`config.mk`:
```
export PLATFORM = sky130hd
export DESIGN_NAME = dtm_timer
export DESIGN_NICKNAME = d
export VERILOG_FILES = /design/src/dtm_pkg.sv /design/src/dtm_timer.sv /design/src/dtm_chan.sv
export SDC_FILE = /design/constraint.sdc
export NUM_CORES = 1
export LEC_CHECK = 0
export ABC_CLOCK_PERIOD_IN_PS = 4150
export BUFFER_PORTS_ARGS = -buffer_cell sky130_fd_sc_hd__buf_2
export CAP_MARGIN = 20
export CORE_UTILIZATION = 30
export CTS_CLUSTER_SIZE = 8
export DETAILED_ROUTE_END_ITERATION = 12
export HOLD_SLACK_MARGIN = 0.06
export SLEW_MARGIN = 25
export SYNTH_ARGS = -nofsm -noshare
export SYNTH_HDL_FRONTEND = slang
export SYNTH_SLANG_ARGS = --single-unit
```
`constraint.sdc`:
```
create_clock -name core_clk_i -period 4.15 [get_ports core_clk_i]
set_input_delay 1.245 -clock core_clk_i [delete_from_list [all_inputs] [get_ports core_clk_i]]
set_output_delay 1.245 -clock core_clk_i [all_outputs]
set_load 0.005 [all_outputs]
```
`src/dtm_pkg.sv`:
```
// Shared constants and types of the dual match/capture timer
`default_nettype none
package dtm_pkg;
  // Reference timebase
  localparam int unsigned CLK_PERIOD_NS = 4;
  localparam int unsigned PRESCALE_CYC = 192;
  localparam logic [7:0] PRESCALE_LAST = 8'(PRESCALE_CYC - 1);
  localparam logic [15:0] WRAP_AT = 16'hfffe;
  // Byte addresses
  localparam logic [7:0] ADR_REFCNT = 8'h00;
  localparam logic [7:0] ADR_STATUS = 8'h04;
  localparam logic [7:0] ADR_MASK = 8'h08;
  localparam int unsigned TMR_BASE = 16;
  localparam int unsigned TMR_STRIDE = 16;
  localparam logic [7:0] OFF_CTRL = 8'h00;
  localparam logic [7:0] OFF_RELOAD = 8'h04;
  localparam logic [7:0] OFF_REF = 8'h08;
  localparam logic [7:0] OFF_COUNT = 8'h0c;
  // Control fields
  localparam int unsigned CTRL_W = 4;
  localparam int unsigned CTRL_MODE_LSB = 0;
  localparam int unsigned CTRL_EDGE_LSB = 2;
  localparam logic [3:0] CTRL_RST = 4'h0;
  localparam logic [15:0] REG16_RST = 16'h0000;
  // Status bits per timer
  localparam int unsigned ST_W = 4;
  localparam int unsigned ST_ROLL = 0;
  localparam int unsigned ST_MATCH = 1;
  localparam int unsigned ST_COUNT = 2;
  localparam int unsigned ST_CAPT = 3;
  localparam logic [7:0] ST_RST = 8'h00;
  typedef enum logic [1:0] {
    DTM_OFF = 2'h0, DTM_MATCH = 2'h1, DTM_EVENT = 2'h3, DTM_CAPT = 2'h2
  } dtm_mode_t;
  typedef enum logic [1:0] {
    DTM_RISE = 2'h0, DTM_FALL = 2'h1, DTM_BOTH = 2'h2, DTM_LEVEL = 2'h3
  } dtm_edge_t;
endpackage : dtm_pkg
`default_nettype wire

```
`src/dtm_timer.sv`:
```
// Dual 16-bit timer unit with reference counter and Wishbone registers
`default_nettype none
// Operation
// - 16-bit reference counter advances once every 192 clocks, shared.
// - Two independent 16-bit timers, each match, event or capture mode.
// - Match mode drives a pulse on that timer's own output pin.
// - Pulse period is FFFF minus reload; high part is reference value.
// - Rollover or match sets the timer's status bit and interrupt.
// - Event mode counts input events, flags when programmed count reached.
// - Event is rising, falling, either edge, or level, by software.
// - Capture mode stores reference count on each event, flags, interrupts.
module dtm_timer (
  // Clock and reset
  input wire logic core_clk_i,
  input wire logic nrst_i,
  // Wishbone slave
  input wire logic wb_cyc_i,
  input wire logic wb_stb_i,
  input wire logic wb_we_i,
  input wire logic [7:0] wb_adr_i,
  input wire logic [3:0] wb_sel_i,
  input wire logic [31:0] wb_dat_i,
  output logic [31:0] wb_dat_o,
  output logic wb_ack_o,
  // Timer pins
  input wire logic first_timer_pin_i,
  input wire logic second_timer_pin_i,
  output logic first_timer_pin_o,
  output logic second_timer_pin_o,
  // Interrupts
  output logic [1:0] tmr_irq_o,
  output logic irq_o
);
  logic [7:0] pre_cnt_reg;
  logic tick;
  logic [15:0] ref_cnt_reg;
  logic req;
  logic wr;
  logic rd_status;
  logic [31:0] rd_mux;
  logic [7:0] status_reg;
  logic [7:0] status_next;
  logic [7:0] mask_reg;
  logic [7:0] evt;
  logic [1:0] pin_raw;
  logic [1:0] sync1_reg;
  logic [1:0] sync2_reg;
  logic [1:0] sync3_reg;
  logic [1:0] lvl_reg;
  logic [1:0] pin_out;
  logic [3:0] ctrl_reg [2];
  logic [15:0] reload_reg [2];
  logic [15:0] mref_reg [2];
  logic [15:0] count [2];
  logic [15:0] capture [2];

  function automatic logic tmr_hit(input logic [7:0] adr,
                                   input int idx,
                                   input logic [7:0] off);
    return adr == 8'(dtm_pkg::TMR_BASE + idx * dtm_pkg::TMR_STRIDE) + off;
  endfunction

  function automatic logic [15:0] sel16(input logic [15:0] old,
                                        input logic [31:0] dat,
                                        input logic [3:0] sel);
    logic [15:0] res;
    res = old;
    if (sel[0]) res[7:0] = dat[7:0];
    if (sel[1]) res[15:8] = dat[15:8];
    return res;
  endfunction

  ////////////////////////////////////////////////////////////////////
  // Reference timebase
  assign tick = pre_cnt_reg == dtm_pkg::PRESCALE_LAST;

  always_ff @(posedge core_clk_i or negedge nrst_i) begin
    if (!nrst_i) pre_cnt_reg <= 8'h00;
    else if (tick) pre_cnt_reg <= 8'h00;
    else pre_cnt_reg <= pre_cnt_reg + 8'h01;
  end

  always_ff @(posedge core_clk_i or negedge nrst_i) begin
    if (!nrst_i) ref_cnt_reg <= dtm_pkg::REG16_RST;
    else if (tick) ref_cnt_reg <= ref_cnt_reg + 16'h0001;
  end

  ////////////////////////////////////////////////////////////////////
  // Pin synchronisers
  assign pin_raw = {second_timer_pin_i, first_timer_pin_i};

  always_ff @(posedge core_clk_i or negedge nrst_i) begin
    if (!nrst_i) begin
      sync1_reg <= 2'h0;
      sync2_reg <= 2'h0;
      sync3_reg <= 2'h0;
    end else begin
      sync1_reg <= pin_raw;
      sync2_reg <= sync1_reg;
      sync3_reg <= sync2_reg;
    end
  end

  always_ff @(posedge core_clk_i or negedge nrst_i) begin
    if (!nrst_i) lvl_reg <= 2'h0;
    else begin
      for (int i = 0; i < 2; i++) begin
        if (sync2_reg[i] == sync3_reg[i]) lvl_reg[i] <= sync3_reg[i];
      end
    end
  end

  ////////////////////////////////////////////////////////////////////
  // Wishbone slave
  assign req = wb_cyc_i & wb_stb_i & ~wb_ack_o;
  assign wr = wb_cyc_i & wb_stb_i & wb_we_i & wb_ack_o;
  assign rd_status = req & ~wb_we_i & wb_adr_i == dtm_pkg::ADR_STATUS;

  always_ff @(posedge core_clk_i or negedge nrst_i) begin
    if (!nrst_i) wb_ack_o <= 1'b0;
    else wb_ack_o <= req;
  end

  always_comb begin
    rd_mux = 32'h0000_0000;
    if (wb_adr_i == dtm_pkg::ADR_REFCNT) rd_mux[15:0] = ref_cnt_reg;
    if (wb_adr_i == dtm_pkg::ADR_STATUS) rd_mux[7:0] = status_reg;
    if (wb_adr_i == dtm_pkg::ADR_MASK) rd_mux[7:0] = mask_reg;
    for (int i = 0; i < 2; i++) begin
      if (tmr_hit(wb_adr_i, i, dtm_pkg::OFF_CTRL)) begin
        rd_mux[3:0] = ctrl_reg[i];
      end
      if (tmr_hit(wb_adr_i, i, dtm_pkg::OFF_RELOAD)) begin
        rd_mux[15:0] = reload_reg[i];
      end
      if (tmr_hit(wb_adr_i, i, dtm_pkg::OFF_REF)) begin
        rd_mux[15:0] = ctrl_reg[i][1:0] == dtm_pkg::DTM_CAPT ?
                       capture[i] : mref_reg[i];
      end
      if (tmr_hit(wb_adr_i, i, dtm_pkg::OFF_COUNT)) begin
        rd_mux[15:0] = count[i];
      end
    end
  end

  always_ff @(posedge core_clk_i or negedge nrst_i) begin
    if (!nrst_i) wb_dat_o <= 32'h0000_0000;
    else if (req && !wb_we_i) wb_dat_o <= rd_mux;
  end

  always_ff @(posedge core_clk_i or negedge nrst_i) begin
    if (!nrst_i) mask_reg <= dtm_pkg::ST_RST;
    else if (wr && wb_adr_i == dtm_pkg::ADR_MASK && wb_sel_i[0]) begin
      mask_reg <= wb_dat_i[7:0];
    end
  end

  ////////////////////////////////////////////////////////////////////
  // Timer channels
  for (genvar g = 0; g < 2; g++) begin : g_tmr
    always_ff @(posedge core_clk_i or negedge nrst_i) begin
      if (!nrst_i) begin
        ctrl_reg[g] <= dtm_pkg::CTRL_RST;
        reload_reg[g] <= dtm_pkg::REG16_RST;
        mref_reg[g] <= dtm_pkg::REG16_RST;
      end else if (wr) begin
        if (tmr_hit(wb_adr_i, g, dtm_pkg::OFF_CTRL) && wb_sel_i[0]) begin
          ctrl_reg[g] <= wb_dat_i[3:0];
        end
        if (tmr_hit(wb_adr_i, g, dtm_pkg::OFF_RELOAD)) begin
          reload_reg[g] <= sel16(reload_reg[g], wb_dat_i, wb_sel_i);
        end
        if (tmr_hit(wb_adr_i, g, dtm_pkg::OFF_REF)) begin
          mref_reg[g] <= sel16(mref_reg[g], wb_dat_i, wb_sel_i);
        end
      end
    end

    dtm_chan u_chan (
      .core_clk_i(core_clk_i),
      .nrst_i(nrst_i),
      .tick_i(tick),
      .ref_cnt_i(ref_cnt_reg),
      .mode_i(ctrl_reg[g][dtm_pkg::CTRL_MODE_LSB +: 2]),
      .edge_i(ctrl_reg[g][dtm_pkg::CTRL_EDGE_LSB +: 2]),
      .reload_i(reload_reg[g]),
      .match_ref_i(mref_reg[g]),
      .lvl_i(lvl_reg[g]),
      .count_o(count[g]),
      .capture_o(capture[g]),
      .pin_o(pin_out[g]),
      .evt_o(evt[g*dtm_pkg::ST_W +: dtm_pkg::ST_W])
    );

    assign tmr_irq_o[g] =
      |(status_reg[g*dtm_pkg::ST_W +: dtm_pkg::ST_W] &
        mask_reg[g*dtm_pkg::ST_W +: dtm_pkg::ST_W]);
  end

  assign first_timer_pin_o = pin_out[0];
  assign second_timer_pin_o = pin_out[1];

  ////////////////////////////////////////////////////////////////////
  // Status and interrupt
  assign status_next = (rd_status ? 8'h00 : status_reg) | evt;

  always_ff @(posedge core_clk_i or negedge nrst_i) begin
    if (!nrst_i) status_reg <= dtm_pkg::ST_RST;
    else status_reg <= status_next;
  end

  assign irq_o = |tmr_irq_o;

  ////////////////////////////////////////////////////////////////////
  // Checks
  chk_tick_period: assert property (
    @(posedge core_clk_i) disable iff (!nrst_i)
    tick |-> ##192 tick)
    else $error("reference tick period is not 192 clocks");
  chk_tick_gap: assert property (
    @(posedge core_clk_i) disable iff (!nrst_i)
    tick |=> (!tick) [*8])
    else $error("reference ticks too close");
  chk_ref_step: assert property (
    @(posedge core_clk_i) disable iff (!nrst_i)
    tick |=> ref_cnt_reg == $past(ref_cnt_reg) + 16'h0001)
    else $error("reference count did not advance");
  chk_ref_hold: assert property (
    @(posedge core_clk_i) disable iff (!nrst_i)
    !tick |=> $stable(ref_cnt_reg))
    else $error("reference count moved without tick");
  chk_evt_status: assert property (
    @(posedge core_clk_i) disable iff (!nrst_i)
    evt[dtm_pkg::ST_ROLL] || evt[dtm_pkg::ST_MATCH]
    |=> status_reg[dtm_pkg::ST_ROLL] || status_reg[dtm_pkg::ST_MATCH])
    else $error("timer event did not set status");
  chk_status_sticky: assert property (
    @(posedge core_clk_i) disable iff (!nrst_i)
    status_reg[0] && !rd_status |=> status_reg[0])
    else $error("status bit lost without a status read");
  chk_irq_follow: assert property (
    @(posedge core_clk_i) disable iff (!nrst_i)
    evt[dtm_pkg::ST_CAPT] && mask_reg[dtm_pkg::ST_CAPT]
    |=> tmr_irq_o[0] && irq_o)
    else $error("unmasked event raised no interrupt");
  chk_pin_mode: assert property (
    @(posedge core_clk_i) disable iff (!nrst_i)
    ##1 $past(ctrl_reg[1][1:0]) != dtm_pkg::DTM_MATCH
    |-> !second_timer_pin_o)
    else $error("pin driven outside match mode");
  chk_ack_pulse: assert property (
    @(posedge core_clk_i) disable iff (!nrst_i)
    wb_ack_o |=> !wb_ack_o)
    else $error("ack held longer than one cycle");
  // Bus, status and pin checks
  chk_write_at_ack: assert property (
    @(posedge core_clk_i) disable iff (!nrst_i)
    $changed(mask_reg) |-> $past(wb_ack_o) && $past(wb_we_i))
    else $error("mask changed outside an acknowledged write");
  chk_mask_write: assert property (
    @(posedge core_clk_i) disable iff (!nrst_i)
    wr && wb_adr_i == dtm_pkg::ADR_MASK && wb_sel_i[0]
    |=> mask_reg == $past(wb_dat_i[7:0]))
    else $error("mask write did not land");
  chk_status_clear: assert property (
    @(posedge core_clk_i) disable iff (!nrst_i)
    rd_status |=> status_reg == $past(evt))
    else $error("status read did not clear the bits");
  chk_status_read: assert property (
    @(posedge core_clk_i) disable iff (!nrst_i)
    rd_status |=> wb_dat_o[7:0] == $past(status_reg))
    else $error("status read returned a wrong value");
  chk_sync_agree: assert property (
    @(posedge core_clk_i) disable iff (!nrst_i)
    $changed(lvl_reg[0]) |-> lvl_reg[0] == $past(sync2_reg[0])
    && lvl_reg[0] == $past(sync3_reg[0]))
    else $error("pin level taken before two stages agreed");
  chk_pin_mode0: assert property (
    @(posedge core_clk_i) disable iff (!nrst_i)
    ##1 $past(ctrl_reg[0][1:0]) != dtm_pkg::DTM_MATCH
    |-> !first_timer_pin_o)
    else $error("first pin driven outside match mode");
  chk_roll_pin: assert property (
    @(posedge core_clk_i) disable iff (!nrst_i)
    evt[dtm_pkg::ST_ROLL] && $past(mref_reg[0]) != dtm_pkg::REG16_RST
    |-> first_timer_pin_o)
    else $error("rollover did not start the high part");
  chk_ref_read: assert property (
    @(posedge core_clk_i) disable iff (!nrst_i)
    req && !wb_we_i && tmr_hit(wb_adr_i, 0, dtm_pkg::OFF_REF)
    && ctrl_reg[0][1:0] == dtm_pkg::DTM_CAPT
    |=> wb_dat_o[15:0] == $past(capture[0]))
    else $error("capture value not returned on read");
  cov_toggle: cover property (
    @(posedge core_clk_i) disable iff (!nrst_i)
    $rose(first_timer_pin_o) ##[1:1000] $fell(first_timer_pin_o));
  cov_count_done: cover property (
    @(posedge core_clk_i) disable iff (!nrst_i) evt[dtm_pkg::ST_COUNT]);
  cov_irq_clear: cover property (
    @(posedge core_clk_i) disable iff (!nrst_i)
    irq_o ##1 rd_status ##1 !irq_o);
  cov_both_high: cover property (@(posedge core_clk_i) disable iff (!nrst_i)
    first_timer_pin_o && second_timer_pin_o);
endmodule : dtm_timer
`default_nettype wire

```
`src/dtm_chan.sv`:
```
// One programmable timer channel: match, event count or capture
`default_nettype none
module dtm_chan (
  // Clock and reset
  input wire logic core_clk_i,
  input wire logic nrst_i,
  // Timebase
  input wire logic tick_i,
  input wire logic [15:0] ref_cnt_i,
  // Setup
  input wire logic [1:0] mode_i,
  input wire logic [1:0] edge_i,
  input wire logic [15:0] reload_i,
  input wire logic [15:0] match_ref_i,
  // Filtered pin level
  input wire logic lvl_i,
  // Results
  output logic [15:0] count_o,
  output logic [15:0] capture_o,
  output logic pin_o,
  output logic [3:0] evt_o
);
  logic lvl_prev_reg;
  logic [1:0] mode_prev_reg;
  logic ev;
  logic wrap;
  logic hit;
  logic done;
  logic [15:0] cnt_inc;

  ////////////////////////////////////////////////////////////////////
  // Event qualification
  always_ff @(posedge core_clk_i or negedge nrst_i) begin
    if (!nrst_i) lvl_prev_reg <= 1'b0;
    else lvl_prev_reg <= lvl_i;
  end

  always_comb begin
    case (dtm_pkg::dtm_edge_t'(edge_i))
      dtm_pkg::DTM_RISE: ev = lvl_i & ~lvl_prev_reg;
      dtm_pkg::DTM_FALL: ev = ~lvl_i & lvl_prev_reg;
      dtm_pkg::DTM_BOTH: ev = lvl_i ^ lvl_prev_reg;
      default: ev = lvl_i & tick_i;
    endcase
  end

  assign cnt_inc = count_o + 16'h0001;
  assign wrap = tick_i && count_o == dtm_pkg::WRAP_AT;
  assign hit = tick_i && (cnt_inc - reload_i) == match_ref_i;
  assign done = ev && cnt_inc == match_ref_i;

  ////////////////////////////////////////////////////////////////////
  // Counter
  always_ff @(posedge core_clk_i or negedge nrst_i) begin
    if (!nrst_i) begin
      count_o <= 16'h0000;
      mode_prev_reg <= 2'h0;
    end else begin
      mode_prev_reg <= mode_i;
      if (mode_i != mode_prev_reg) begin
        count_o <= (mode_i == dtm_pkg::DTM_MATCH) ? reload_i : 16'h0000;
      end else begin
        case (dtm_pkg::dtm_mode_t'(mode_i))
          dtm_pkg::DTM_MATCH: begin
            if (wrap) count_o <= reload_i;
            else if (tick_i) count_o <= cnt_inc;
          end
          dtm_pkg::DTM_EVENT: begin
            if (done) count_o <= 16'h0000;
            else if (ev) count_o <= cnt_inc;
          end
          default: count_o <= count_o;
        endcase
      end
    end
  end

  ////////////////////////////////////////////////////////////////////
  // Pulse pin, capture and events
  always_ff @(posedge core_clk_i or negedge nrst_i) begin
    if (!nrst_i) pin_o <= 1'b0;
    else if (mode_i != dtm_pkg::DTM_MATCH) pin_o <= 1'b0;
    else if (wrap) pin_o <= match_ref_i != 16'h0000;
    else if (hit) pin_o <= ~pin_o;
  end

  always_ff @(posedge core_clk_i or negedge nrst_i) begin
    if (!nrst_i) capture_o <= 16'h0000;
    else if (mode_i == dtm_pkg::DTM_CAPT && ev) capture_o <= ref_cnt_i;
  end

  always_ff @(posedge core_clk_i or negedge nrst_i) begin
    if (!nrst_i) evt_o <= 4'h0;
    else begin
      evt_o[dtm_pkg::ST_ROLL] <= mode_i == dtm_pkg::DTM_MATCH && wrap;
      evt_o[dtm_pkg::ST_MATCH] <= mode_i == dtm_pkg::DTM_MATCH && hit;
      evt_o[dtm_pkg::ST_COUNT] <= mode_i == dtm_pkg::DTM_EVENT && done;
      evt_o[dtm_pkg::ST_CAPT] <= mode_i == dtm_pkg::DTM_CAPT && ev;
    end
  end

  ////////////////////////////////////////////////////////////////////
  // Checks
  chk_wrap_reload: assert property (
    @(posedge core_clk_i) disable iff (!nrst_i)
    mode_i == dtm_pkg::DTM_MATCH && $stable(mode_i) && wrap
    |=> count_o == $past(reload_i))
    else $error("match count did not wrap to reload");
  chk_capture_value: assert property (
    @(posedge core_clk_i) disable iff (!nrst_i)
    evt_o[dtm_pkg::ST_CAPT] |-> capture_o == $past(ref_cnt_i))
    else $error("capture value differs from reference count");
  chk_count_done: assert property (
    @(posedge core_clk_i) disable iff (!nrst_i)
    evt_o[dtm_pkg::ST_COUNT] |-> count_o == 16'h0000
    && $past(count_o) + 16'h0001 == $past(match_ref_i))
    else $error("event target flag without target reached");
  chk_rise_only: assert property (
    @(posedge core_clk_i) disable iff (!nrst_i)
    ##1 evt_o[dtm_pkg::ST_CAPT] && $past(edge_i) == dtm_pkg::DTM_RISE
    |-> $past(lvl_i) && !$past(lvl_i, 2))
    else $error("rise event without rising level");
  chk_pin_toggle: assert property (
    @(posedge core_clk_i) disable iff (!nrst_i)
    evt_o[dtm_pkg::ST_MATCH] && !evt_o[dtm_pkg::ST_ROLL]
    && $past(mode_i) == dtm_pkg::DTM_MATCH |-> pin_o != $past(pin_o))
    else $error("match did not toggle the pin");
  cov_capture: cover property (
    @(posedge core_clk_i) disable iff (!nrst_i) evt_o[dtm_pkg::ST_CAPT]);
endmodule : dtm_chan
`default_nettype wire

```
Word level (Yosys, flattened, before mapping). Index checks and enable logic that the tools add are counted.

Add/sub/neg operators: 6. Multiply operators: 0. Divide/modulo/power cells: 0. $lt $le $gt $ge: 0. Equality and inequality tests: 37. Shift operators: 0. Multiplexer cells: 37. Bitwise operators: 25. Reductions and logical operators: 44.

Operators by type and width (count): $mux 16 (21); $eq 16x16->1 (4); $pmux 16 s2 (2); $add 16x1->16 const B (3); $eq 16x16->1 const B (2); $eq 8x5->1 const B (4); $eq 8x6->1 const B (4); $mux 8 (4); $reduce_bool 16->1 (2); $sub 16x16->16 (2); $reduce_and 3->1 (10); $logic_and 1x1->1 (19); $and 1x1->1 (12); $eq 2x2->1 const B (6); $ne 4x1->1 const B (3); $reduce_bool 3->1 (4); $add 8x1->8 const B (1); $and 4x4->4 (2); $eq 2x1->1 const B (4); $eq 8x3->1 const B (1); $eq 8x4->1 const B (1); $eq 8x8->1 const B (1); $logic_not 8->1 (1); $mux 4 (2); 14 further kinds (34).

Flip-flop bits (word level): 217. Bits in latches: 0. Bits in writable memories: 0. ROM bits: 0. Memories kept: 0.

Depth between registers and ports, before layout. Gate-level depths: netlist of run 1.

Depth after elaboration: 12. Mapped depth: 16.

Modules after synthesis. From an unflattened synthesis of run 1, not the netlist that was laid out.

Cells, all modules: 1501. Area, all modules: 14630.3 µm².

Modules (own cells, without submodules): dtm_timer (instances 1, cells an instance 618, area an instance 7000.5 µm², seq. area each 3428.3 µm²); dtm_chan at g_tmr[0].u_chan (instances 1, cells an instance 428, area an instance 3836.2 µm², seq. area each 1001.0 µm²); dtm_chan at g_tmr[1].u_chan (instances 1, cells an instance 455, area an instance 3793.6 µm², seq. area each 1001.0 µm²).

Least setup slack after synthesis of run 1. No wires, ideal clock.

Kind: register to register. Start: register g_tmr[0].u_chan.count_o[0]. End: register g_tmr[0].u_chan.pin_o. Setup time: 0.077 ns. Arrival time: 3.755 ns. Data required time: 4.073 ns. Setup slack: 0.318 ns. Cell stages (with the launch flop): 16. Buffers on the path: 0. Period minus slack after synthesis: 3.832 ns. Path through: dfrtp_1 ha_1 inv_1 or3_4 nor3_2 xor2_1 ha_1 xor2_1 o22ai_1 nor4_1 nand3_1 or4_1 nor4_1 nand4_1 xor2_1 a21oi_1.

Cells in the longest elaborated chain, start to end: 5. Elaborated cells on any way between the ends: 9. Those cells by class: add/sub: 2; eq/ne: 2; mux: 2; reduce/logical: 3.

RTL lines: from (decl) (line dtm_chan.sv:18) `output logic [15:0] count_o,`; from (signal assigned) (line dtm_chan.sv:61) `count_o <= (mode_i == dtm_pkg::DTM_MATCH) ? reload_i : 16'h0000;`; from (signal assigned) (line dtm_chan.sv:65) `if (wrap) count_o <= reload_i;`; from (signal assigned) (line dtm_chan.sv:66) `else if (tick_i) count_o <= cnt_inc;`; $add 16x1->16 (line dtm_chan.sv:47) `assign cnt_inc = count_o + 16'h0001;`; $sub 16x16->16 (line dtm_chan.sv:49) `assign hit = tick_i && (cnt_inc - reload_i) == match_ref_i;`; $eq 16x16->1 (line dtm_chan.sv:49); $logic_and 1x1->1 (line dtm_chan.sv:49); $reduce_bool 3->1 (no line); to (signal assigned) (line dtm_chan.sv:84) `else if (hit) pin_o <= ~pin_o;`; to (decl) (line dtm_chan.sv:20) `output logic pin_o,`.

Parallel ways exist; a longest one is shown, timed or not. A chain may end at the register's enable or synchronous reset.

Worst setup path after layout of run 1.
Start: register g_tmr[0].u_chan.count_o[1]. End: register g_tmr[0].u_chan.pin_o.

Same word-level chain as after synthesis.

==> key figures, run 1 <==
Outcome
  • Status: finished, final reports clean

Setup path
  • WP data arrival: approximately 4.5 ns
  • Type of origin of the critical path: register
  • CP peak stage delay: roughly 0.52 ns
  • CP Class: reg2reg
  • CP required: ~4.6 ns
  • Depth of the worst register-to-register path: 15
  • Slowest CP cell: or4_4
  • CP Cell Sequence: ha_1, inv_2, or3_4, nor3_4, xor2_1, ha_1, xor2_2, o22ai_1, nor4_1, nand3_1, or4_4, nor4_4, nand4_1, xor2_1, a21oi_1
  • Reg-to-Reg End: g_tmr[0].u_chan.pin_o
  • R2R Path Start: g_tmr[0].u_chan.count_o[1]
  • Reg2Reg Setup Slack: ~0.18 ns
  • Worst Setup End Kind: register
  • Crit Path Max Fanout: 5

Power
  • Clock Power Share: 0.404
  • Static Leak: between 7 and 8 nW
  • Flop pwr share: 0.403
  • Share of power burned in combinational logic: 0.193
  • Net Sw Frac: 0.289
  • PwrDens: roughly 350 nW/µm²
  • Int Pwr: approximately 4.0 mW
  • Peak VDD IR: about 300 µV
  • Net load switching power: around 1.6 mW

Clock tree
  • CTS tree: yes
  • Clk_lat worst skew: 0.57 ns
  • TritonCTS Sinks: between 200 and 250
  • H-tree depth: 1
  • CTS Buf Count: 31
  • Clk root buf: clkbuf_16
  • Clock transition at the registers of the reported paths: approximately 0.06 ns
  • Longest Clk Path Bufs: 3

Timing
  • Final setup TNS: 0 ns
  • Final worst slack: around 0.18 ns
  • Post-layout minimum cycle time: slightly below 4 ns
  • # setup viols final: 0
  • Final Max Slew Viols: 0
  • Worst-Margin Slew: slightly above 0.9 ns
  • Hold Violations, Final: 0
  • Layout Skew: 0.0175 ns
  • Fin crit share: 0.956
  • F_max: 252 MHz
  • Max_slew headroom: 0.378
  • RSZ-0062 raised after global routing: yes

Die
  • Initial core utilization: 0.303
  • Die width: about 220 µm
  • Die height: between 200 and 250 µm
  • I/O pin count: roughly 90
  • Core Footprint: between 40000 and 50000 µm²
  • Die area: about 47000 µm²
  • Cell Rows: 78

Yosys
  • Synthesized area: between 10000 and 15000 µm²
  • Syn_area_per_cell: about 9.4 µm²
  • Post-synth EDFFs: 0
  • Top_reg_cell synth: dfrtp_1
  • Sequential area share after synthesis: 0.395
  • Yosys warnings: 0
  • Synth cell types: 78
  • Synthesized instance count: approximately 1500
  • Asr flop ratio synth: 1.00
  • Register bit count reported by yosys: around 220

Global route
  • Gr usage total: 0.191
  • First-pass GRT wire length: 69.0 mm
  • Grt ovf: 0
  • Initial antenna violation count: 2
  • Vias in the first global route: between 10000 and 15000
  • Largest net degree at the start of global routing: between 100 and 150

Worst hold path
  • HP Start: sync1_reg[0]
  • Hold Crit Class: reg2reg
  • WHS Path Cells: 0
  • WHS Endpoint: sync2_reg[0]

Placed design
  • Detailed Place HPWL: about 34 mm
  • DP Worst Slack: about 0.13 ns
  • GPL Wtd Cong: between 0.9 and 1
  • Placed cell area: 15000 µm²
  • I/O Buffers: 54

Cells and area
  • Area growth syn-to-layout: 15.6%
  • Commonest non-fill, non-tap cells in the layout: dfrtp_1 (216), nand2_1 (162), mux2_2 (116)
  • Most common cell after layout, fill and taps aside: dfrtp_1
  • Final core utilization: 0.351
  • Nets@finish: ~1600
  • Layout cells sized above 1: 0.201
  • Final instance area: 15900 µm²

Routing
  • DR vias/cell: between 5 and 6
  • DR iter-0 viols: between 1000 and 1500
  • WL/cell: ~21 µm
  • Via Count: approximately 12000
  • Routed Antenna Nets: 0
  • Drt pass-1 iters: 5
  • WL final: about 45 mm
  • # DRC: 0

Job
  • Max_cap viols: 0
-- area by class of cell --
class                   instances  area (µm²)
repair buffers                126         833
diodes                          1        2.50
fillers                      4698       29400
well taps                     600         751
clock buffers                  33         783
clock inverters                 2        27.5
multi-input cells            1109        7800
inverters                      67         251
flip-flops and latches        217        5430
-- cell usage after synthesis, types with 6 or more instances --
cell      count  share of area
nor3_1       27         0.0098
buf_4        20          0.011
a21o_1       15         0.0082
buf_2         6         0.0022
and3_1       12         0.0055
nor2b_1      10         0.0046
nand2_1     162          0.044
a221oi_1     10         0.0064
clkbuf_1     45          0.012
a222oi_1      6         0.0044
mux2_2      116          0.095
a21oi_1      86          0.031
o211ai_1     10         0.0055
xnor2_1      74          0.047
a22oi_1      38          0.021
nand2b_1     23          0.010
inv_1        67          0.018
xor2_1       51          0.033
or3_1         6         0.0027
a31oi_1      15         0.0068
nand4_1      29          0.013
a211oi_1     17         0.0093
nor4_1       24          0.011
mux2i_1       6         0.0044
nand3_1      54          0.020
o21ai_1      12         0.0044
xnor3_1       7          0.011
dfrtp_1     217           0.40
o21ai_0      30          0.011
nor2_1      109          0.030
ha_1         44          0.040
-- per-stage QoR --
step	hold slack, ns	power, mW	std cells
after floorplan	0.331	2.97	1469
after global placement	0.338	3.30	2118
after detailed placement	0.341	3.31	2118
after CTS	0.352	5.56	2153
after global routing	0.354	5.79	2154
final	0.349	5.56	2155
-- critical path, delay by kind of cell, from the launching register on --
family | cells | cell delay, ns
compound gates | 2 | 0.27
xor+xnor | 3 | 0.61
fa+ha+maj | 2 | 0.48
buf+inv | 1 | 0.08
flops | 1 | 0.35
simple gates | 7 | 2.08
-- logic make-up (layout without fill, tap and decap cells) --
family / Yosys count / count (layout) / share of synthesized area
buffers and inverters: 143 / 228 / 0.0456
DFF: 217 / 217 / 0.395
adders and majority gates: 48 / 48 / 0.0444
AOI/OAI and AO/OA: 295 / 295 / 0.144
and+or+nand+nor: 495 / 495 / 0.179
other: 1 / 17 / 0.000273
muxes: 122 / 122 / 0.0995
xor gates and xnor gates: 133 / 133 / 0.0923
-- how the worst max path moves through the flow --
stage,end,from
final,g_tmr[0].u_chan.pin_o,g_tmr[0].u_chan.count_o[1]
after floorplan,g_tmr[0].u_chan.pin_o,g_tmr[0].u_chan.count_o[0]
after global placement,g_tmr[0].u_chan.pin_o,g_tmr[0].u_chan.count_o[0]
after global routing,g_tmr[0].u_chan.pin_o,g_tmr[0].u_chan.count_o[0]
after CTS,g_tmr[0].u_chan.pin_o,g_tmr[0].u_chan.count_o[1]
after detailed placement,g_tmr[0].u_chan.pin_o,g_tmr[0].u_chan.count_o[0]
-- metal layers --
layer  GRT usage  up-vias  wire [µm]
met1       0.263     5717      19800
met2       0.302      462      20300
met3      0.0306      100       3040
met5           0        -         13
met4      0.0718        2       1720
li1            -     5376          -
-- power by group through the flow --
stage          clock network [mW]  registers (mW)  logic [mW]
6_report                     2.24            2.24        1.07
5_1_grt                      2.35            2.24        1.19
4_1_cts                      2.27            2.24        1.05
3_5_place_dp                    0            2.27        1.04
3_3_place_gp                    0            2.27        1.03
2_1_floorplan                   0            2.26       0.701
-- timing repair --
| item | CTS | global route |
|---|---|---|
| endpoints found under the setup margin | 0 | 4 |
| hold buffers | 0 | 0 |
| buffers inserted | 0 | 1 |
| gates resized for setup | 0 | 13 |
No activity file was read; power rests on OpenSTA's default activity.
==> run 2: changes to the inputs <==
--- a/config.mk
+++ b/config.mk
@@ -12,6 +12,7 @@
 export CTS_CLUSTER_SIZE = 8
 export DETAILED_ROUTE_END_ITERATION = 12
 export HOLD_SLACK_MARGIN = 0.06
+export RECOVER_POWER = 50
 export SLEW_MARGIN = 25
 export SYNTH_ARGS = -nofsm -noshare
 export SYNTH_HDL_FRONTEND = slang
==> key figures, run 2 (synthesized netlist as in run 1, its figures left out) <==
Outcome
  • Status: complete, but fails checks
  • Failing checks: capacitance limit, slew limit

Routing
  • WL final: between 40 and 50 mm
  • DR iter-0 viols: around 1100
  • # DRC: 0
  • Drt pass-1 iters: 5
  • DR vias/cell: 5.47
  • Via Count: around 12000
  • WL/cell: roughly 21 µm
  • Routed Antenna Nets: 0

Clock tree
  • Clk root buf: clkbuf_16
  • TritonCTS Sinks: 217
  • Post-cts hold buffer count: 0
  • Longest Clk Path Bufs: 3
  • Clock transition at the registers of the reported paths: around 0.06 ns
  • CTS Buf Count: 31
  • CTS tree: yes
  • Clk_lat worst skew: roughly 0.57 ns
  • H-tree depth: 1

Placed design
  • Inst Count DP: approximately 2100
  • I/O Buffers: 54
  • DP Worst Slack: 0.126 ns
  • GPL Wtd Cong: 0.918
  • Placed cell area: approximately 15000 µm²
  • Detailed Place HPWL: between 30 and 40 mm

Power
  • Peak VDD IR: 293 µV
  • PwrDens: around 350 nW/µm²
  • Static Leak: 7.13 nW
  • PnR Total Power: around 5.6 mW

Cells and area
  • Final cell count without fillers: 2155
  • Layout cells sized above 1: 0.200
  • Nets@finish: about 1600
  • Area growth syn-to-layout: 15.4%
  • Layout fillers: between 4000 and 5000
  • Commonest non-fill, non-tap cells in the layout: dfrtp_1 (216), nand2_1 (162), mux2_2 (116)
  • Final core utilization: 0.350
  • Most common cell after layout, fill and taps aside: dfrtp_1
  • Final instance area: approximately 16000 µm²

Die
  • Die height: approximately 220 µm
  • Die width: roughly 220 µm
  • Die area: 46700 µm²
  • Core Footprint: 45300 µm²
  • Cell Rows: a little under 80
  • I/O pin count: 89
  • Initial core utilization: 0.303

Global route
  • Largest net degree at the start of global routing: 105
  • Initial antenna violation count: 2
  • Grt ovf: 0
  • First-pass GRT wire length: 69.0 mm
  • Vias in the first global route: approximately 12000
  • Gr usage total: 0.191

Timing
  • Fin crit share: 0.964
  • F_max: between 200 and 300 MHz
  • Hold Violations, Final: 0
  • RSZ-0062 raised after global routing: yes
  • Worst hold slack: 0.349 ns
  • Worst-Margin Slew: around 2.7 ns
  • Layout Skew: between 0.015 and 0.02 ns
  • # setup viols final: 0
  • Final setup TNS: 0 ns
  • Final worst slack: 0.151 ns
  • Post-layout minimum cycle time: roughly 4.0 ns
  • Final Max Slew Viols: roughly 100
  • Max_slew headroom: -0.822

Setup path
  • Worst Setup End Kind: register
  • WP data arrival: roughly 4.5 ns
  • Crit path from: g_tmr[0].u_chan.count_o[1]
  • R2R Path Start: g_tmr[0].u_chan.count_o[1]
  • Crit Path Max Fanout: 5
  • CP required: ~4.6 ns
  • Type of origin of the critical path: register
  • CP Class: reg2reg

Worst hold path
  • Hold Crit Class: reg2reg
  • HP Start: sync1_reg[0]

Job
  • Max_cap viols: 1
==> run 2: metal layers <==
metal / vias up / wire length [µm] / part of all wire / track usage
met3: 107 / 3100 / 0.069 / 0.0306
met5: - / 13 / 0.00029 / 0
li1: 5376 / - / - / -
met4: 2 / 1830 / 0.041 / 0.0718
met1: 5798 / 19900 / 0.44 / 0.263
met2: 504 / 20200 / 0.45 / 0.302
==> run 2: power by group <==
part           internal (mW)  switching (mW)
Clock                   1.31           0.932
Combinational          0.457           0.614
Sequential              2.18          0.0573
Total                   3.95            1.60
==> run 2: layout make-up <==
class,instances,area (µm²),area share
multi-input cells,1109,7800,0.492
inverters,67,251,0.0159
well taps,600,751,0.0473
repair buffers,126,815,0.0514
flip-flops and latches,217,5430,0.343
clock buffers,33,783,0.0494
clock inverters,2,27.5,0.00174
diodes,1,2.50,0.000158
==> run 2: final timing paths <==
kind,to,slack [ns],cells after the start
min in group asynchronous,ref_cnt_reg[2],1.53,1
hold / removal,sync2_reg[0],0.35,0
max in group asynchronous,g_tmr[1].u_chan.count_o[6],0.83,2
hold reg to reg,sync2_reg[0],0.35,0
setup / recovery,g_tmr[0].u_chan.pin_o,0.15,15
setup reg to reg,g_tmr[0].u_chan.pin_o,0.15,15
==> run 2: repair_timing <==
item | CTS | global route
buffers inserted | 0 | 1
resized for setup | 0 | 13
setup endpoints to repair | 0 | 4
==> run 2: worst max-delay path, stage by stage (launching register included) <==
cell     delay (ns)
dfrtp_1        0.35
ha_1           0.18
inv_2          0.09
or3_4          0.41
nor3_4         0.21
xor2_1         0.20
ha_1           0.30
xor2_2         0.20
o22ai_1        0.13
nor4_1         0.29
nand3_1        0.11
or4_4          0.52
nor4_4         0.30
nand4_1        0.27
xor2_1         0.22
a21oi_1        0.14
==> run 3: changes to the inputs <==
--- a/config.mk
+++ b/config.mk
@@ -13,6 +13,7 @@
 export DETAILED_ROUTE_END_ITERATION = 12
 export HOLD_SLACK_MARGIN = 0.06
 export RECOVER_POWER = 50
+export REMOVE_ABC_BUFFERS = 1
 export SLEW_MARGIN = 25
 export SYNTH_ARGS = -nofsm -noshare
 export SYNTH_HDL_FRONTEND = slang
==> key figures, run 3 (synthesized netlist as in run 1, its figures left out) <==
Outcome
  • Status: complete, but fails checks
  • Failing checks: capacitance limit, slew limit

Setup path
  • CP required: 4.62 ns
  • CP Cell Sequence: ha_1, inv_1, or3_4, nor3_4, xor2_1, ha_1, xor2_2, buf_4, nand3_1, o21a_1, nand4_1, or4_1, nor4_2, nand4_1, xor2_1, a21oi_1
  • CP peak stage delay: between 0.5 and 0.6 ns
  • Crit Path Max Fanout: 5
  • Worst Setup End Kind: register
  • Slowest CP cell: or4_1
  • WP data arrival: approximately 4.4 ns
  • Type of origin of the critical path: register
  • CP Class: reg2reg

Cells and area
  • Commonest non-fill, non-tap cells in the layout: dfrtp_1 (217), nand2_1 (162), mux2_2 (116)
  • Layout cells sized above 1: 0.203
  • Nets@finish: ~1700
  • Area growth syn-to-layout: 15.6%
  • Most common cell after layout, fill and taps aside: dfrtp_1
  • Final instance area: between 15000 and 20000 µm²

Clock tree
  • Clock transition at the registers of the reported paths: around 0.05 ns
  • TritonCTS Sinks: 217
  • Post-CTS Setup Bufs: 0
  • Clk root buf: clkbuf_16
  • Clk_lat worst skew: 0.55 ns
  • Longest Clk Path Bufs: 3
  • Post-cts hold buffer count: 0
  • CTS Buf Count: 31
  • CTS tree: yes
  • H-tree depth: 1

Die
  • Cell Rows: slightly below 80
  • Core Footprint: approximately 45000 µm²
  • Die area: between 40000 and 50000 µm²
  • Die width: ~220 µm
  • Initial core utilization: 0.303
  • Die height: roughly 220 µm
  • I/O pin count: between 80 and 90

Global route
  • Gr usage total: 0.178
  • Vias in the first global route: between 10000 and 15000
  • Grt ovf: 0
  • First-pass GRT wire length: about 65 mm
  • Largest net degree at the start of global routing: 84
  • Initial antenna violation count: 1

Timing
  • RSZ-0062 raised after global routing: yes
  • Final Max Slew Viols: 84
  • Hold Violations, Final: 0
  • F_max: between 200 and 300 MHz
  • Fin crit share: 0.953
  • Max_slew headroom: -0.444
  • Worst-Margin Slew: ~2.2 ns
  • # setup viols final: 0
  • Final setup TNS: 0 ns
  • Post-layout minimum cycle time: approximately 4 ns
  • Layout Skew: around 0.018 ns

Routing
  • # DRC: 0
  • Via Count: ~11000
  • WL/cell: 19.2 µm
  • Routed Antenna Nets: 0
  • Drt pass-1 iters: 6
  • WL final: approximately 42 mm
  • DR vias/cell: between 5 and 6
  • DR iter-0 viols: ~1100

Job
  • Max_cap viols: 1

Worst hold path
  • Hold Crit Class: reg2reg

Placed design
  • Detailed Place HPWL: around 32 mm
  • GPL Wtd Cong: between 0.8 and 0.9
  • Placed cell area: 15100 µm²
  • I/O Buffers: 54

Power
  • Int Pwr: just under 4 mW
  • Net Sw Frac: 0.278
  • PnR Total Power: 5.49 mW
  • Peak VDD IR: 290 µV
  • Clock Power Share: 0.395
  • PwrDens: ~350 nW/µm²
  • Share of power burned in combinational logic: 0.195
  • Net load switching power: 1.53 mW
  • Flop pwr share: 0.410
  • Static Leak: between 7 and 8 nW
[run 3: changes by cell type in the layout (fill, tap and decap cells not counted), sizes merged]
cell      delta
buf          +6
clkinv       +1
clkinvlp     -1
inv          -1
[run 3: routing by layer]
layer	up-vias	GRT usage	part of all wire	routed length, µm
met1	5638	0.232	0.43	17900
met5	-	0	0	0
met2	352	0.302	0.48	20000
li1	5404	-	-	-
met4	0	0.0685	0.035	1470
met3	75	0.0207	0.053	2200
[run 3: worst paths after layout]
| check | from | cells after the start | endpoint | slack, ns |
|---|---|---|---|---|
| setup / recovery | g_tmr[0].u_chan.count_o[0] | 16 | g_tmr[0].u_chan.pin_o | 0.19 |
| hold / removal | sync1_reg[0] | 0 | sync2_reg[0] | 0.35 |
| setup reg to reg | g_tmr[0].u_chan.count_o[0] | 16 | g_tmr[0].u_chan.pin_o | 0.19 |
| hold reg to reg | sync1_reg[0] | 0 | sync2_reg[0] | 0.35 |
| max in group asynchronous | nrst_i | 2 | reload_reg[13] | 0.64 |
| min in group asynchronous | nrst_i | 1 | mask_reg[3] | 1.32 |
[run 3: worst max-delay path, delay by kind of cell, from the launching register on]
family	cells	cell delay, ns
xor+xnor	3	0.57
simple gates	7	1.89
buf+inv	2	0.29
fa+ha+maj	2	0.47
flops	1	0.35
compound gates	2	0.31
[run 3: area by class of cell]
cell class	count	area (µm²)
Sequential cell	217	5430
Tap cell	600	751
Multi-Input combinational cell	1109	7810
Fill cell	4608	29400
Clock buffer	32	779
Clock inverter	1	8.76
Antenna cell	1	2.50
Timing Repair Buffer	133	852
Inverter	67	251
[run 3: timing repair]
action                                  4_1_cts  5_1_grt
resized for setup                             0       10
endpoints found under the hold margin         0        0
endpoints found under the setup margin        0        2
[run 3: power groups by stage]
| stage | sequential, mW | combinational (mW) | clock [mW] |
|---|---|---|---|
| after global placement | 2.28 | 1.06 | 0 |
| after floorplan | 2.28 | 0.667 | 0 |
| final | 2.25 | 1.07 | 2.17 |
| after global routing | 2.25 | 1.19 | 2.31 |
| after detailed placement | 2.28 | 1.07 | 0 |
| after CTS | 2.25 | 1.07 | 2.23 |
[run 3: through the flow]
stage                util  instances  worst slack (ns)  hold WS [ns]
floorplan               -       1393             0.203         0.331
global placement    0.333       2126             0.285         0.335
detailed placement  0.333       2126             0.183         0.337
CTS                 0.350       2159             0.112         0.348
global route        0.351       2160          -0.00506         0.349
finish              0.351       2160             0.194         0.346
